`config.mk`:
```
export PLATFORM = sky130hd
export DESIGN_NAME = axc_top
export DESIGN_NICKNAME = d
export VERILOG_FILES = /design/src/axc_pkg.sv /design/src/axc_top.sv
export SDC_FILE = /design/constraint.sdc
export NUM_CORES = 1
export LEC_CHECK = 0
export ABC_AREA = 0
export BUFFER_PORTS_ARGS = -buffer_cell sky130_fd_sc_hd__buf_2
export CORE_AREA = 5 5 137 139
export DETAILED_ROUTE_END_ITERATION = 12
export DIE_AREA = 0 0 142 144
export GPL_TIMING_DRIVEN = 0
export MAX_ROUTING_LAYER = met4
export PLACE_DENSITY = 0.8
export SETUP_SLACK_MARGIN = 0.15
export SLEW_MARGIN = 30
export SYNTH_ARGS = -nofsm -noshare
export SYNTH_HDL_FRONTEND = slang
export SYNTH_SLANG_ARGS = --single-unit
```
`constraint.sdc`:
```
create_clock -name mclk -period 5.36 [get_ports mclk]
set_input_delay 0.536 -clock mclk [delete_from_list [all_inputs] [get_ports mclk]]
set_output_delay 0.536 -clock mclk [all_outputs]
set_load 0.01 [all_outputs]
```
`src/axc_pkg.sv`:
```
/*
 * Shared constants and types of the auxiliary pin, ADC, wake-up timer
 * and battery detector register bank.
 * Assumes an 8-bit register port and a 250 MHz system clock.
 */
`default_nettype none
package axc_pkg;
	// register offsets
	localparam logic [7:0] OFS_PIN2_CFG  = 8'h0d;
	localparam logic [7:0] OFS_PORT_CFG  = 8'h0e;
	localparam logic [7:0] OFS_ADC_CFG   = 8'h0f;
	localparam logic [7:0] OFS_ADC_OFFS  = 8'h10;
	localparam logic [7:0] OFS_ADC_RES   = 8'h11;
	localparam logic [7:0] OFS_TS_CAL    = 8'h12;
	localparam logic [7:0] OFS_TV_OFFS   = 8'h13;
	localparam logic [7:0] OFS_WT_EXP    = 8'h14;
	localparam logic [7:0] OFS_WT_MANT_H = 8'h15;
	localparam logic [7:0] OFS_WT_MANT_L = 8'h16;
	localparam logic [7:0] OFS_WT_CUR_H  = 8'h17;
	localparam logic [7:0] OFS_WT_CUR_L  = 8'h18;
	localparam logic [7:0] OFS_BAT_THR   = 8'h1a;
	localparam logic [7:0] OFS_BAT_LVL   = 8'h1b;
	// reset values
	localparam logic [7:0] RST_PIN2_CFG  = 8'h00;
	localparam logic [7:0] RST_PORT_CFG  = 8'h00;
	localparam logic [7:0] RST_ADC_CFG   = 8'h00;
	localparam logic [3:0] RST_ADC_OFFS  = 4'h0;
	localparam logic [7:0] RST_TS_CAL    = 8'h20;
	localparam logic [7:0] RST_TV_OFFS   = 8'h00;
	localparam logic [4:0] RST_WT_EXP    = 5'h03;
	localparam logic [7:0] RST_WT_MANT_H = 8'h00;
	localparam logic [7:0] RST_WT_MANT_L = 8'h01;
	localparam logic [4:0] RST_BAT_THR   = 5'h14;
	// field positions
	localparam int ITSDO_BIT     = 3;
	localparam int ADC_START_BIT = 7;
	localparam int TS_SIGN_BIT   = 3;
	// timing
	localparam logic [4:0] WT_EXP_MAX    = 5'h14;
	localparam int         WT_TICK_MULT  = 4;
	localparam int         MCLK_HZ       = 250_000_000;
	localparam int         BAT_SLEEP_S   = 1;
	localparam int         BAT_SLEEP_CYC = BAT_SLEEP_S * MCLK_HZ;
	// pin function codes
	typedef enum logic [4:0] {
		FN_MCU_CLK   = 5'b00000,
		FN_WT_EXP    = 5'b00001,
		FN_LOW_BAT   = 5'b00010,
		FN_DIR_IN    = 5'b00011,
		FN_INT_FALL  = 5'b00100,
		FN_INT_RISE  = 5'b00101,
		FN_INT_ANY   = 5'b00110,
		FN_DIR_OUT   = 5'b01010,
		FN_TX_CLK    = 5'b01111,
		FN_TX_DATA   = 5'b10000,
		FN_RETX_REQ  = 5'b10001,
		FN_TX_STATE  = 5'b10010,
		FN_FIFO_AFUL = 5'b10011,
		FN_VDD       = 5'b11101
	} axc_pinfn_t;
	// register port request
	typedef struct packed {
		logic [7:0] addr;
		logic [7:0] wdata;
		logic       wr;
		logic       rd;
	} axc_busreq_t;
	// settings handed to the analog converter and sensor
	typedef struct packed {
		logic       start;
		logic [2:0] sel;
		logic [1:0] refSel;
		logic [1:0] gain;
		logic [3:0] ampOffs;
		logic [7:0] tsCal;
	} axc_adcctl_t;
endpackage : axc_pkg
`default_nettype wire

```
`src/axc_top.sv`:
```
/*
 * Register bank for the third pin's function mux, direct I/O and external interrupt status,
 * aux ADC, temperature offset, wake-up timer and low battery detector.
 * Assumes inputs synchronous to mclk, wakeTick one pulse per 32.768 kHz period, analog work done outside.
 */
// How it works
// - codes 0-2 give mcu clock, timer, battery
// - direct output drives bit; direct input reads
// - interrupt codes catch fall, rise, any change
// - tx data clock out; tx data in
// - tx state and fifo almost full out
// - retransmit input; VDD code high; others low
// - bits 6:4 show pin interrupt status
// - itsdo and idle select put irq on SDO
// - start bit writes start; reads done
// - source select passed to converter
// - reference select passed to converter
// - amplifier offset is sign plus magnitude
// - conversion result in read-only register
// - temperature range select passed to sensor
// - signed offset added to temperature results
// - exponent above 20 acts as 20
// - period is 4*M*2^R slow ticks
// - running mantissa readable in two bytes
// - low battery set when level below threshold
// - level sampled every second asleep, else always
// - enabled timer runs always and flags expiry
// - detector works only while enabled
`default_nettype none
module axc_top
#(
	parameter int BAT_SLEEP_CYCLES = axc_pkg::BAT_SLEEP_CYC
) (
	// clock and reset
	input  wire logic                mclk,
	input  wire logic                resetn,
	// register port
	input  wire axc_pkg::axc_busreq_t busReq,
	output var  logic [7:0]          regRdata,
	// general-purpose pins
	input  wire logic [2:0]          pinIn,
	input  wire logic [4:0]          pin0Select,
	input  wire logic [4:0]          pin1Select,
	output var  logic                pin2Out,
	output var  logic                pin2Oe,
	// sources for the third pin and sinks from it
	input  wire logic                mcuClk,
	input  wire logic                txDataClk,
	input  wire logic                txStateIn,
	input  wire logic                fifoAlmostFull,
	output var  logic                txModData,
	output var  logic                retransReq,
	// serial output and interrupt request
	input  wire logic                chipSelectN,
	input  wire logic                irqN,
	input  wire logic                spiSdo,
	input  wire logic                spiSdoOe,
	output var  logic                sdoOut,
	output var  logic                sdoOe,
	// aux converter
	output var  axc_pkg::axc_adcctl_t adcCtl,
	input  wire logic                adcDone,
	input  wire logic [7:0]          adcData,
	// wake-up timer, battery detector and external interrupt status
	input  wire logic                wakeTick,
	input  wire logic                wakeTimerEn,
	input  wire logic                lowBatEn,
	input  wire logic                sleepMode,
	input  wire logic [4:0]          batLevelIn,
	output var  logic                wakeExpired,
	output var  logic                lowBattery,
	output var  logic [2:0]          extIntStatus
);
	import axc_pkg::*;

	typedef struct packed {
		logic [7:0]  pin2Cfg;
		logic [2:0]  dirOut;
		logic        itsdo;
		logic [2:0]  intStat;
		logic [2:0]  pinPrev;
		logic        edgeArmed;
		logic        adcDoneFlag;
		logic [7:0]  adcResult;
		logic [6:0]  adcCfg;
		logic [3:0]  adcOffs;
		logic [7:0]  tsCal;
		logic [7:0]  tvOffs;
		logic [4:0]  wtExp;
		logic [15:0] wtMant;
		logic [15:0] wtCur;
		logic [22:0] wtPresc;
		logic        wtEnPrev;
		logic        wtExpired;
		logic [4:0]  batThr;
		logic [4:0]  batLevel;
		logic [27:0] batCnt;
		logic        lowBat;
		logic        adcStart;
		logic [7:0]  rdata;
		logic        pin2O;
		logic        pin2E;
		logic        txMod;
		logic        retx;
		logic        sdoO;
		logic        sdoE;
	} axc_state_t;

	axc_state_t  state_reg;
	axc_state_t  state_next;
	logic [4:0]  fn2;
	logic [4:0]  effExp;
	logic [22:0] prescTop;
	logic [2:0]  dirRead;
	logic [4:0]  pinFn [3];
	logic [27:0] batTop;

	assign fn2    = state_reg.pin2Cfg[4:0];
	assign batTop = 28'(BAT_SLEEP_CYCLES - 1);
	assign pinFn[0] = pin0Select;
	assign pinFn[1] = pin1Select;
	assign pinFn[2] = fn2;
	// exponent clamp and prescale length of 4 * 2^R slow ticks
	assign effExp   = (state_reg.wtExp > WT_EXP_MAX) ? WT_EXP_MAX : state_reg.wtExp;
	assign prescTop = 23'((WT_TICK_MULT << effExp) - 1);

	// direct bits read the pin only in direct input mode
	always_comb begin
		for (int i = 0; i < 3; i++) begin
			dirRead[i] = (pinFn[i] == FN_DIR_IN) ? pinIn[i] : state_reg.dirOut[i];
		end
	end

	// next state
	always_comb begin
		logic        wr;
		logic        rd;
		logic [7:0]  a;
		logic [7:0]  wd;
		wr = busReq.wr;
		rd = busReq.rd;
		a  = busReq.addr;
		wd = busReq.wdata;
		state_next = state_reg;
		state_next.adcStart = 1'b0;
		state_next.pinPrev  = pinIn;
		state_next.edgeArmed = 1'b1; // no edge until a real previous level is held, pins may idle high

		// writes; read-only offsets ignore writes
		if (wr) begin
			if (a == OFS_PIN2_CFG) begin
				state_next.pin2Cfg = wd;
			end else if (a == OFS_PORT_CFG) begin
				state_next.itsdo  = wd[ITSDO_BIT];
				state_next.dirOut = wd[2:0];
			end else if (a == OFS_ADC_CFG) begin
				state_next.adcCfg = wd[6:0];
			end else if (a == OFS_ADC_OFFS) begin
				state_next.adcOffs = wd[3:0];
			end else if (a == OFS_TS_CAL) begin
				state_next.tsCal = wd;
			end else if (a == OFS_TV_OFFS) begin
				state_next.tvOffs = wd;
			end else if (a == OFS_WT_EXP) begin
				state_next.wtExp = wd[4:0];
			end else if (a == OFS_WT_MANT_H) begin
				state_next.wtMant[15:8] = wd;
			end else if (a == OFS_WT_MANT_L) begin
				state_next.wtMant[7:0] = wd;
			end else if (a == OFS_BAT_THR) begin
				state_next.batThr = wd[4:0];
			end
		end

		// external interrupt edges; a read clears, a new edge wins
		if (rd && a == OFS_PORT_CFG) begin
			state_next.intStat = 3'b000;
		end
		for (int i = 0; i < 3; i++) begin
			if (state_reg.edgeArmed && ((pinFn[i] == FN_INT_FALL && state_reg.pinPrev[i] && !pinIn[i]) ||
			    (pinFn[i] == FN_INT_RISE && !state_reg.pinPrev[i] && pinIn[i]) ||
			    (pinFn[i] == FN_INT_ANY && state_reg.pinPrev[i] != pinIn[i]))) begin
				state_next.intStat[i] = 1'b1;
			end
		end

		// converter: done and result land together; a new start wins
		if (adcDone) begin
			state_next.adcDoneFlag = 1'b1;
			if (state_reg.adcCfg[6:4] == 3'b000) begin
				state_next.adcResult = adcData + state_reg.tvOffs;
			end else begin
				state_next.adcResult = adcData;
			end
		end
		if (wr && a == OFS_ADC_CFG && wd[ADC_START_BIT]) begin
			state_next.adcStart    = 1'b1;
			state_next.adcDoneFlag = 1'b0;
		end

		// wake-up timer counts down the mantissa every prescale period
		state_next.wtEnPrev = wakeTimerEn;
		if (!wakeTimerEn || !state_reg.wtEnPrev) begin
			state_next.wtCur     = state_reg.wtMant;
			state_next.wtPresc   = 23'h0;
			state_next.wtExpired = 1'b0;
		end else if (wakeTick) begin
			if (state_reg.wtPresc >= prescTop) begin
				state_next.wtPresc = 23'h0;
				if (state_reg.wtCur <= 16'h0001) begin
					state_next.wtCur     = state_reg.wtMant;
					state_next.wtExpired = 1'b1;
				end else begin
					state_next.wtCur = state_reg.wtCur - 16'h0001;
				end
			end else begin
				state_next.wtPresc = state_reg.wtPresc + 23'h1;
			end
		end

		// battery level: continuous when awake, once per second asleep
		if (!lowBatEn) begin
			state_next.batCnt = 28'h0;
			state_next.lowBat = 1'b0;
		end else begin
			if (state_reg.batCnt >= batTop) begin
				state_next.batCnt = 28'h0;
			end else begin
				state_next.batCnt = state_reg.batCnt + 28'h1;
			end
			if (!sleepMode || state_reg.batCnt >= batTop) begin
				state_next.batLevel = batLevelIn;
			end
			state_next.lowBat = (state_reg.batLevel < state_reg.batThr);
		end

		// read data, valid the cycle after the strobe; unmapped reads zero
		state_next.rdata = 8'h00;
		if (rd) begin
			if (a == OFS_PIN2_CFG) begin
				state_next.rdata = state_reg.pin2Cfg;
			end else if (a == OFS_PORT_CFG) begin
				state_next.rdata = {1'b0, state_reg.intStat, state_reg.itsdo, dirRead};
			end else if (a == OFS_ADC_CFG) begin
				state_next.rdata = {state_reg.adcDoneFlag, state_reg.adcCfg};
			end else if (a == OFS_ADC_OFFS) begin
				state_next.rdata = {4'h0, state_reg.adcOffs};
			end else if (a == OFS_ADC_RES) begin
				state_next.rdata = state_reg.adcResult;
			end else if (a == OFS_TS_CAL) begin
				state_next.rdata = state_reg.tsCal;
			end else if (a == OFS_TV_OFFS) begin
				state_next.rdata = state_reg.tvOffs;
			end else if (a == OFS_WT_EXP) begin
				state_next.rdata = {3'h0, state_reg.wtExp};
			end else if (a == OFS_WT_MANT_H) begin
				state_next.rdata = state_reg.wtMant[15:8];
			end else if (a == OFS_WT_MANT_L) begin
				state_next.rdata = state_reg.wtMant[7:0];
			end else if (a == OFS_WT_CUR_H) begin
				state_next.rdata = state_reg.wtCur[15:8];
			end else if (a == OFS_WT_CUR_L) begin
				state_next.rdata = state_reg.wtCur[7:0];
			end else if (a == OFS_BAT_THR) begin
				state_next.rdata = {3'h0, state_reg.batThr};
			end else if (a == OFS_BAT_LVL) begin
				state_next.rdata = {3'h0, state_reg.batLevel};
			end
		end

		// third pin function mux, one flop after the source
		state_next.pin2E = 1'b1;
		state_next.pin2O = 1'b0;
		case (fn2)
			FN_MCU_CLK:   state_next.pin2O = mcuClk;
			FN_WT_EXP:    state_next.pin2O = state_reg.wtExpired;
			FN_LOW_BAT:   state_next.pin2O = state_reg.lowBat;
			FN_DIR_OUT:   state_next.pin2O = state_reg.dirOut[2];
			FN_TX_CLK:    state_next.pin2O = txDataClk;
			FN_TX_STATE:  state_next.pin2O = txStateIn;
			FN_FIFO_AFUL: state_next.pin2O = fifoAlmostFull;
			FN_VDD:       state_next.pin2O = 1'b1;
			FN_DIR_IN, FN_INT_FALL, FN_INT_RISE, FN_INT_ANY, FN_TX_DATA, FN_RETX_REQ: begin
				state_next.pin2E = 1'b0;
			end
			default:      state_next.pin2O = 1'b0;
		endcase
		state_next.txMod = (fn2 == FN_TX_DATA) && pinIn[2];
		state_next.retx  = (fn2 == FN_RETX_REQ) && pinIn[2];

		// serial output carries the irq line while itsdo is set and the chip is deselected
		if (state_reg.itsdo && chipSelectN) begin
			state_next.sdoO = irqN;
			state_next.sdoE = 1'b1;
		end else begin
			state_next.sdoO = spiSdo;
			state_next.sdoE = spiSdoOe;
		end
	end

	// one register for the whole state
	always_ff @(posedge mclk or negedge resetn) begin
		if (!resetn) begin
			state_reg         <= '0;
			state_reg.pin2Cfg <= RST_PIN2_CFG;
			state_reg.itsdo   <= RST_PORT_CFG[ITSDO_BIT];
			state_reg.dirOut  <= RST_PORT_CFG[2:0];
			state_reg.adcCfg  <= RST_ADC_CFG[6:0];
			state_reg.adcOffs <= RST_ADC_OFFS;
			state_reg.tsCal   <= RST_TS_CAL;
			state_reg.tvOffs  <= RST_TV_OFFS;
			state_reg.wtExp   <= RST_WT_EXP;
			state_reg.wtMant  <= {RST_WT_MANT_H, RST_WT_MANT_L};
			state_reg.wtCur   <= {RST_WT_MANT_H, RST_WT_MANT_L};
			state_reg.batThr  <= RST_BAT_THR;
		end else begin
			state_reg <= state_next;
		end
	end

	// outputs straight from flops
	always_comb begin
		regRdata       = state_reg.rdata;
		pin2Out        = state_reg.pin2O;
		pin2Oe         = state_reg.pin2E;
		txModData      = state_reg.txMod;
		retransReq     = state_reg.retx;
		sdoOut         = state_reg.sdoO;
		sdoOe          = state_reg.sdoE;
		wakeExpired    = state_reg.wtExpired;
		lowBattery     = state_reg.lowBat;
		extIntStatus   = state_reg.intStat;
		adcCtl         = {state_reg.adcStart, state_reg.adcCfg, state_reg.adcOffs, state_reg.tsCal};
	end

	// checks
	sdo_irq_path_a: assert property (@(posedge mclk) disable iff (!resetn)
		state_reg.itsdo && chipSelectN |=> sdoOut == $past(irqN) && sdoOe)
		else $error("irq not on serial output");
	pin2_vdd_a: assert property (@(posedge mclk) disable iff (!resetn)
		fn2 == FN_VDD |=> pin2Out && pin2Oe)
		else $error("pin not driven high");
	pin2_direct_a: assert property (@(posedge mclk) disable iff (!resetn)
		fn2 == FN_DIR_OUT |=> pin2Out == $past(state_reg.dirOut[2]) && pin2Oe)
		else $error("direct output wrong");
	pin2_input_a: assert property (@(posedge mclk) disable iff (!resetn)
		fn2 inside {FN_DIR_IN, FN_INT_FALL, FN_INT_RISE} |=> !pin2Oe)
		else $error("input pin driven");
	adc_start_a: assert property (@(posedge mclk) disable iff (!resetn)
		busReq.wr && busReq.addr == OFS_ADC_CFG && busReq.wdata[ADC_START_BIT]
		|=> adcCtl.start && !state_reg.adcDoneFlag ##1 !adcCtl.start)
		else $error("start did not clear done");
	adc_result_a: assert property (@(posedge mclk) disable iff (!resetn)
		adcDone && state_reg.adcCfg[6:4] != 3'b000 |=> state_reg.adcResult == $past(adcData))
		else $error("result not stored");
	low_bat_a: assert property (@(posedge mclk) disable iff (!resetn)
		lowBatEn && state_reg.batLevel < state_reg.batThr |=> lowBattery)
		else $error("low battery missed");
	wake_off_a: assert property (@(posedge mclk) disable iff (!resetn)
		!wakeTimerEn |=> !wakeExpired && state_reg.wtCur == $past(state_reg.wtMant))
		else $error("disabled timer not reloaded");
	int_rise_a: assert property (@(posedge mclk) disable iff (!resetn)
		fn2 == FN_INT_RISE && $rose(pinIn[2]) |=> extIntStatus[2])
		else $error("rising edge lost");
endmodule : axc_top
`default_nettype wire

```
After elaboration in Yosys (flattened, before gate mapping)
Index checks and enable logic that the tools add are counted.
{ "word_totals": {"register_bits": 171, "word_cells": 196, "in_bits": 59} }
{ "classes": {"reduce_logical": 64, "order_cmp": 5, "n_shift": 1, "bitwise": 9, "muxes": 41, "n_eq_ne": 38, "n_addsub": 5} }
{ "op_table": {"columns": ["operator", "n"], "rows": [
  ["2-to-1 mux 8 bit", 14],
  ["equality test 8 x 5 -> 1 bit (second input constant)", 11],
  ["2-to-1 mux 39 bit", 2],
  ["equality test 5 x 3 -> 1 bit (second input constant)", 9],
  ["2-to-1 mux 16 bit", 2],
  ["2-to-1 mux 29 bit", 1],
  ["adder 28 x 1 -> 28 bit (second input constant)", 1],
  ["greater-or-equal comparator 28 bit (second input constant)", 1],
  ["2-to-1 mux 28 bit", 1],
  ["equality test 5 bit (second input constant)", 5],
  ["equality test 8 x 4 -> 1 bit (second input constant)", 3],
  ["logical AND 1 bit", 24],
  ["adder 23 x 1 -> 23 bit (second input constant)", 1],
  ["greater-or-equal comparator 23 bit", 1],
  ["2-to-1 mux 23 bit", 1],
  ["left shift 3 x 5 -> 23 bit (first input constant)", 1],
  ["subtractor 23 x 2 -> 23 bit (second input constant)", 1],
  ["equality test 5 x 2 -> 1 bit (second input constant)", 4],
  ["<= comparator 16 x 1 -> 1 bit (second input constant)", 1],
  ["subtractor 16 x 1 -> 16 bit (second input constant)", 1],
  ["2-to-1 mux 5 bit", 3],
  ["nonzero test 2 bit", 7],
  ["2-to-1 mux 1 bit", 13],
  ["AND reduction 11 bit", 1],
  ["other kinds (25)", 54]
]} }

Logic depth before layout (Yosys ltp)
Gate-level depths: netlist of run 1.
{ "depth": {"depth_word": 16, "mapped_depth": 20} }

Worst setup path after synthesis of run 1
No wires, ideal clock.
{ "synth_path": {"path_kind": "reg-to-reg", "startpoint": "register state_reg[113] in the netlist's numbering", "endpoint": "register state_reg[90] in the netlist's numbering", "path_buffers": 4, "required_time_ns": 5.223, "t_arrival_ns": 4.039, "slack_ns": 1.184, "setup_time_ns": 0.137, "path_stages_with_launch": 19, "path_cell_list": "dfrtp_1 > clkbuf_1 > or3_1 > or3_1 > ha_1 > clkbuf_1 > and2_1 > o21ai_0 > a21oi_1 > a31oi_1 > ha_1 > a21o_1 > a21o_1 > a32o_1 > nor4_1 > clkbuf_1 > clkbuf_1 > a211oi_1 > a2bb2oi_1"} }
{ "synth_between": {"elab_chain_len": 7} }
{ "synth_lines": {"columns": ["item", "line_no", "rtl"], "rows": [
  ["start, declared", "axc_top.sv:109", "axc_state_t state_reg;"],
  ["start signal, assigned", "axc_top.sv:317", "state_reg <= state_next;"],
  ["greater-than comparator 5 bit", "axc_top.sv:124", "assign effExp = (state_reg.wtExp > WT_EXP_MAX) ? WT_EXP_MAX : state_reg.wtExp;"],
  ["2-to-1 mux 5 bit (*)", "axc_top.sv:124", null],
  ["left shift 3 x 5 -> 23 bit (*)", "axc_top.sv:125", "assign prescTop = 23'((WT_TICK_MULT << effExp) - 1);"],
  ["subtractor 23 x 2 -> 23 bit (*)", "axc_top.sv:125", null],
  ["greater-or-equal comparator 23 bit (*)", "axc_top.sv:208", "if (state_reg.wtPresc >= prescTop) begin"],
  ["nonzero test 2 bit (no source line) (*)", null, null],
  ["AND reduction 2 bit (no source line) (*)", null, null]
]} }
Every way passes the cells marked *; elsewhere a longest branch is shown, timed or not.
A chain may end at the register's enable or synchronous reset.

Final worst setup path of run 1
{ "layout_path": {"startpoint": "register state_reg[113] in the netlist's numbering", "endpoint": "register state_reg[91] in the netlist's numbering"} }
The elaborated chain is that of the path after synthesis.

==> metrics.txt, run 1 <==
TNS Setup 0 ps; num ports 98; critical path buffer and inverter count 4; routability-driven placement congestion ratio about 1.0; area occupied by multi-input gates 5405 um^2; library cells used by synthesis 73; starting density of the core 0.5863; #FFs+latches synth about 170; Post-synth EDFFs 0; DR WL/cell 19.37 um; Num CTS Buffers 17; Synth Flop Type dfrtp_1; Antenna Nets Post-Route 0; crit path time final 4922 ps; clk buf depth 2; Post-Place Worst Slack 406.6 ps; Sw Ratio 0.3020; DIE AREA 20450 um^2; maximum VDD drop ~0.25 mV; critical path class reg -> reg; CP top delay family simple AND/OR/NAND/NOR gates; Clk pwr share 0.394; status complete, no violations; Slew Viols, Final 0; drt drc 0; Post-DP HPWL 19780 um; sequential share of the synthesized area 0.4171; sw power between 900 and 1000 uW; CP Cell Sequence clkbuf_1, or3_1, or3_1, ha_1, clkbuf_1, and2_1, o21ai_0, a21oi_1, a31oi_1, ha_1, a21o_1, a21o_1, a32o_1, nor4_1, clkbuf_2, clkbuf_2, a211oi_1, a2bb2oi_1; routed vias/inst around 6.3; top-count cell post-synth dfrtp_1; synth top area cells dfrtp_1 (40%), mux2_2 (7.6%), nor2_1 (5.0%), ha_1 (4.5%), o21ai_0 (3.0%); Synth Instances 1099; fin crit share 0.9183; post-synth top area cell dfrtp_1; clock-pin transition on the worst setup and hold timing paths 70 ps; DR vias 9082; Fill cells 1449; power density cells 274.6 nW/um^2; NumNets Final about 1300; vias in the first global route ~8700; leakage between 0.005 and 0.006 uW; unrepaired setup endpoints after global routing no; critical path peak fanout 10; final number of hold-violating endpoints 0; Mapped Nets 1196; Worst Setup Start Kind flop; Slew @ Worst Pin 974.9 ps; CTS sink count 171; IO buf count 89; TritonRoute pass-1 iters 6; H-tree depth 4; Max Fclk 203.2 MHz; clk_lat worst skew approximately 440 ps; P_int 2237 uW; Avg Cell Area, Syn 9.355 um^2; CORE AREA ~18000 um^2; largest net degree at the start of global routing 90; Worst EP required 5650 ps; worst hold path type in -> async; max reg flops 127; Area growth syn-to-layout 13.52%; Layout Skew 9.765 ps; first-pass GRT wire length 44780 um; critical path depth 18; setup ws final 438.1 ps; Async SR Flop Fraction 1.000; slowest CP cell nor4_1; Max stage delay on crit path 520 ps; DRT iter0 DRCs 921; reg2reg start state_reg[113]$_DFFE_PN0P_; Post-synth top cells dfrtp_1 (164), nor2_1 (137), mux2_2 (69), nand2_1 (67), o21ai_0 (61); clock tree from TritonCTS built; die width 142 um; Worst setup EP type flop; initial antenna violation count 0; layout cells sized above 1 0.2088; hold_buf cts 0; Final setup viols 0; antenna cells 0; worst reg2reg path depth 18; critical path arrival roughly 5200 ps; die height between 100 and 150 um; CP Launch Point state_reg[113]$_DFFE_PN0P_; Synth top area share 0.3992; RR Endpoint state_reg[91]$_DFFE_PN0P_; Netlist Area Pre-Place roughly 10000 um^2; warnings from Yosys 0; sequential power share 0.448; R2R Setup Slk 440 ps; max cap viols 0; root buf cell clkbuf_16; Overall Global Routing Usage 0.2845; Routed WL 28090 um; max_slew headroom 0.3409; FP Rows 49; Comb pwr share 0.157; grt ovf 0; Register Area between 4000 and 5000 um^2; crit path to state_reg[91]$_DFFE_PN0P_
-- per-stage QoR --
stage | utilization | std cells | instance area (um^2) | hold slack [ps] | power (uW)
after floorplan | - | 1099 | 10280 | 240.4 | 1760
after global placement | 0.6281 | 1417 | 11010 | 464.9 | 1930
after detailed placement | 0.6306 | 1418 | 11060 | 491.9 | 1946
after CTS | 0.6648 | 1450 | 11660 | 114.5 | 3202
after global routing | 0.6656 | 1450 | 11670 | 133.4 | 3322
final | 0.6656 | 1450 | 11670 | 72.39 | 3205
-- layout by cell type (no fill, tap or decap), drive strengths merged, types with 5 or more instances in the layout --
cell,netlist,layout
dfrtp,164,164
nor2b,10,10
and2,5,5
ha,37,37
mux2,71,71
a211oi,13,13
or2,5,5
nand2b,12,12
inv,30,38
a31oi,17,17
a21o,6,6
clkinv,0,5
clkbuf,51,68
a21oi,50,50
and3,14,14
xnor2,25,25
nand3,55,55
a22oi,13,13
and4,5,5
nand2,67,67
nor3,25,25
xor2,26,26
a221oi,6,6
dfstp,7,7
nor2,137,137
o22ai,8,8
o21ai,62,62
nand4,18,18
o311ai,5,5
or3,7,7
a2bb2oi,14,14
buf,44,134
nor4,10,10
mux2i,13,13
-- cells by family after synthesis --
| family | Yosys count | synth area share |
|---|---|---|
| compound gates | 241 | 0.1598 |
| xor+xnor | 51 | 0.04345 |
| fa+ha+maj | 38 | 0.04698 |
| buf+inv | 125 | 0.05890 |
| flops | 171 | 0.4171 |
| mux | 84 | 0.09042 |
| other cells | 1 | 0.0003647 |
| simple gates | 388 | 0.1830 |
-- area by class of cell --
cell class / instances / share of cell area
Timing Repair Buffer: 90 / 0.04138
Clock inverter: 15 / 0.01501
Tap cell: 229 / 0.02455
Buffer: 95 / 0.04245
Inverter: 30 / 0.009648
Clock buffer: 17 / 0.03645
Multi-Input combinational cell: 803 / 0.4631
Sequential cell: 171 / 0.3674
-- routing by layer --
layer / part of all wire / global-route usage / up-vias
met5: 0 / - / -
met3: 0.097 / 0.08267 / 93
li1: - / - / 4152
met4: 0.030 / 0.09848 / 0
met2: 0.47 / 0.4328 / 457
met1: 0.41 / 0.3669 / 4380
-- how the worst min path moves through the flow --
stage,start,end
2_1_floorplan,resetn,adcCtl[0]$_DFFE_PN0P_
3_3_place_gp,state_reg[170]$_DFFE_PN0P_,state_reg[170]$_DFFE_PN0P_
3_5_place_dp,state_reg[151]$_DFFE_PN0P_,state_reg[151]$_DFFE_PN0P_
4_1_cts,resetn,state_reg[92]$_DFFE_PN0P_
5_1_grt,resetn,state_reg[59]$_DFFE_PN0P_
6_report,resetn,state_reg[67]$_DFFE_PN0P_
-- power groups by stage --
stage                     clock, uW  sequential [uW]  combinational, uW
final                          1260             1440                504
after global routing           1320             1440                555
after global placement            0             1460                474
after floorplan                   0             1430                330
after CTS                      1270             1430                497
after detailed placement          0             1460                489
-- timing repair --
item,in CTS,in global routing
setup endpoints to repair,0,9
setup buffers,0,0
resized for setup,0,5
Note: power is estimated with default switching activity, not from simulation.
==> inputs of run 2 (changes only) <==
--- a/config.mk
+++ b/config.mk
@@ -13,6 +13,7 @@
 export GPL_TIMING_DRIVEN = 0
 export MAX_ROUTING_LAYER = met4
 export PLACE_DENSITY = 0.8
+export RECOVER_POWER = 100
 export SETUP_SLACK_MARGIN = 0.15
 export SLEW_MARGIN = 30
 export SYNTH_ARGS = -nofsm -noshare
==> metrics.txt, run 2 (synthesis results as in run 1) <==
most common cell after layout, fill and taps aside dfrtp_1; Final setup viols 0 (unchanged); met3 usage 0.08267 (unchanged); max_slew headroom -1.638 (-1.979); Worst EP required 5650 ps (about the same); min-delay src pinIn[1]; area occupied by multi-input gates 5379 um^2 (-0.49%); Layout Skew 10.04 ps (+0.2777 ps); status complete, but fails checks; Setup Buffers After CTS 0 (unchanged); FP Rows 49 (unchanged); crit path time final 4900 ps (-22.37 ps); maximum VDD drop 0.2489 mV (-0.91%); vias in the first global route 8677 (unchanged); met2 Usage GRT 0.4328 (unchanged); final number of hold-violating endpoints 0 (unchanged); grt ovf 0 (unchanged); die width 142 um (unchanged); antenna cells 0 (unchanged); Max stage delay on crit path 510 ps (about the same); Hold Slack 262.5 ps (+190.1 ps); GRT busiest layer met2; max reg flops 127 (unchanged); slowest CP cell nor4_1; critical path arrival 5190 ps (-20 ps); DIE AREA 20450 um^2 (unchanged); Slew @ Worst Pin 3958 ps (+2983 ps); routed vias/inst 6.288 (+0.39%); violated checks max-capacitance violations, max-slew violations; IO buf count 89 (unchanged); drt drc 0 (unchanged); most frequent cells in the layout dfrtp_1 (164), nor2_1 (137), clkbuf_1 (86); CTS sink count 171 (unchanged); Antenna Nets Post-Route 0 (unchanged); Worst Setup Start Kind flop; starting density of the core 0.5863 (unchanged); Max Fclk 204.1 MHz (+0.46%); critical path peak fanout 10 (unchanged); TNS Setup 0 ps (unchanged); clock-pin transition on the worst setup and hold timing paths 70 ps (about the same); Worst setup EP type flop; root buf cell clkbuf_16; met1 Use GR 0.3669 (unchanged); R2R Setup Slk 460 ps (+20 ps); CORE AREA 17530 um^2 (unchanged); first-pass GRT wire length 44780 um (unchanged); layout cells sized above 1 0.1753 (-0.03358); die height 144 um (unchanged); NumNets Final 1305 (unchanged); Num CTS Buffers 17 (unchanged); H-tree depth 4 (unchanged); critical path class reg -> reg; clk_lat worst skew 450 ps (about the same); DR vias 9117 (+0.39%); largest net degree at the start of global routing 90 (unchanged); Routed WL 28200 um (+0.38%); Slew Viols, Final 83 (+83); Area growth syn-to-layout 12.79%; Overall Global Routing Usage 0.2845 (unchanged); reg2reg start state_reg[113]$_DFFE_PN0P_; clk buf depth 2 (unchanged); DR WL/cell 19.45 um (+0.38%); TritonRoute pass-1 iters 6 (unchanged); Fill cells 1475 (+1.8%); CP Cell Sequence clkbuf_1, or3_1, or3_1, ha_1, clkbuf_1, and2_1, o21ai_0, a21oi_1, a31oi_1, ha_1, a21o_1, a21o_1, a32o_1, nor4_1, clkbuf_2, clkbuf_2, a211oi_1, a2bb2oi_1; CP top delay family simple AND/OR/NAND/NOR gates; fin crit share 0.9141 (-0.004173); clock tree from TritonCTS built; num ports 98 (unchanged); WHS Endpoint state_reg[154]$_DFF_PN0_; DRT iter0 DRCs 880 (-4.5%); Register Area 4288 um^2 (unchanged); initial antenna violation count 0 (unchanged); worst hold path type in -> reg; routability-driven placement congestion ratio 0.9970 (unchanged); Post-DP HPWL 19780 um (unchanged); leakage 0.005089 uW (-2.8%); hold depth 1; critical path buffer and inverter count 4 (unchanged); worst reg2reg path depth 18 (unchanged); RR Endpoint state_reg[91]$_DFFE_PN0P_; power density cells 275.9 nW/um^2 (+0.45%); unrepaired setup endpoints after global routing no; max cap viols 1 (+1)
==> run 2: worst reg2reg max path, stage by stage, from the launching register on <==
cell and delay (ps):
dfrtp_1 420, clkbuf_1 230, or3_1 470, or3_1 350, ha_1 190, clkbuf_1 170
and2_1 220, o21ai_0 160, a21oi_1 100, a31oi_1 190, ha_1 280, a21o_1 190
a21o_1 170, a32o_1 190, nor4_1 510, clkbuf_2 390, clkbuf_2 290, a211oi_1 110
a2bb2oi_1 140
==> run 2: how the worst max path moves through the flow <==
stage | to | start | slack (ps) | depth (start not counted)
2_1_floorplan | state_reg[90]$_DFFE_PN0P_ | state_reg[113]$_DFFE_PN0P_ | 1180 | 18
3_3_place_gp | state_reg[93]$_DFFE_PN0P_ | state_reg[113]$_DFFE_PN0P_ | 510 | 18
3_5_place_dp | state_reg[79]$_DFFE_PN1P_ | state_reg[113]$_DFFE_PN0P_ | 410 | 18
4_1_cts | state_reg[91]$_DFFE_PN0P_ | state_reg[113]$_DFFE_PN0P_ | 370 | 17
5_1_grt | state_reg[91]$_DFFE_PN0P_ | state_reg[113]$_DFFE_PN0P_ | 190 | 18
6_report | state_reg[91]$_DFFE_PN0P_ | state_reg[113]$_DFFE_PN0P_ | 460 | 18
==> run 2: layout make-up <==
type	count	area share
plain buffers	95	0.04251
clock buffers	17	0.03669
clock inverters	15	0.01511
inverters	30	0.009711
multi-input cells	803	0.4639
flip-flops and latches	171	0.3698
well taps	229	0.02471
repair buffers	90	0.03766
==> run 2: repair_timing <==
action,4_1_cts,5_1_grt
resized for setup,0,5
endpoints found under the setup margin,0,9
hold buffers,0,0
==> run 2: power by group <==
part,total [uW],internal (uW),switching (uW)
registers,1440,1360,76.5
logic,499,203,296
clock network,1260,668,594
total,3200,2230,967
==> run 2: metrics by stage <==
stage | area, um^2 | cells | util | power, uW | worst slack [ps]
finish | 11600 | 1450 | 0.6613 | 3199 | 460.4
global route | 11600 | 1450 | 0.6613 | 3318 | 191.4
floorplan | 10280 | 1099 | - | 1760 | 1184
global placement | 11010 | 1417 | 0.6281 | 1930 | 508.4
detailed placement | 11060 | 1418 | 0.6306 | 1946 | 406.6
CTS | 11660 | 1450 | 0.6648 | 3202 | 369.4
==> run 2: metal layers <==
| metal | up-vias | wire length, um |
|---|---|---|
| li1 | 4141 | - |
| met2 | 474 | 13080 |
| met4 | 0 | 823 |
| met1 | 4411 | 11470 |
| met3 | 91 | 2822 |
| met5 | - | 0 |
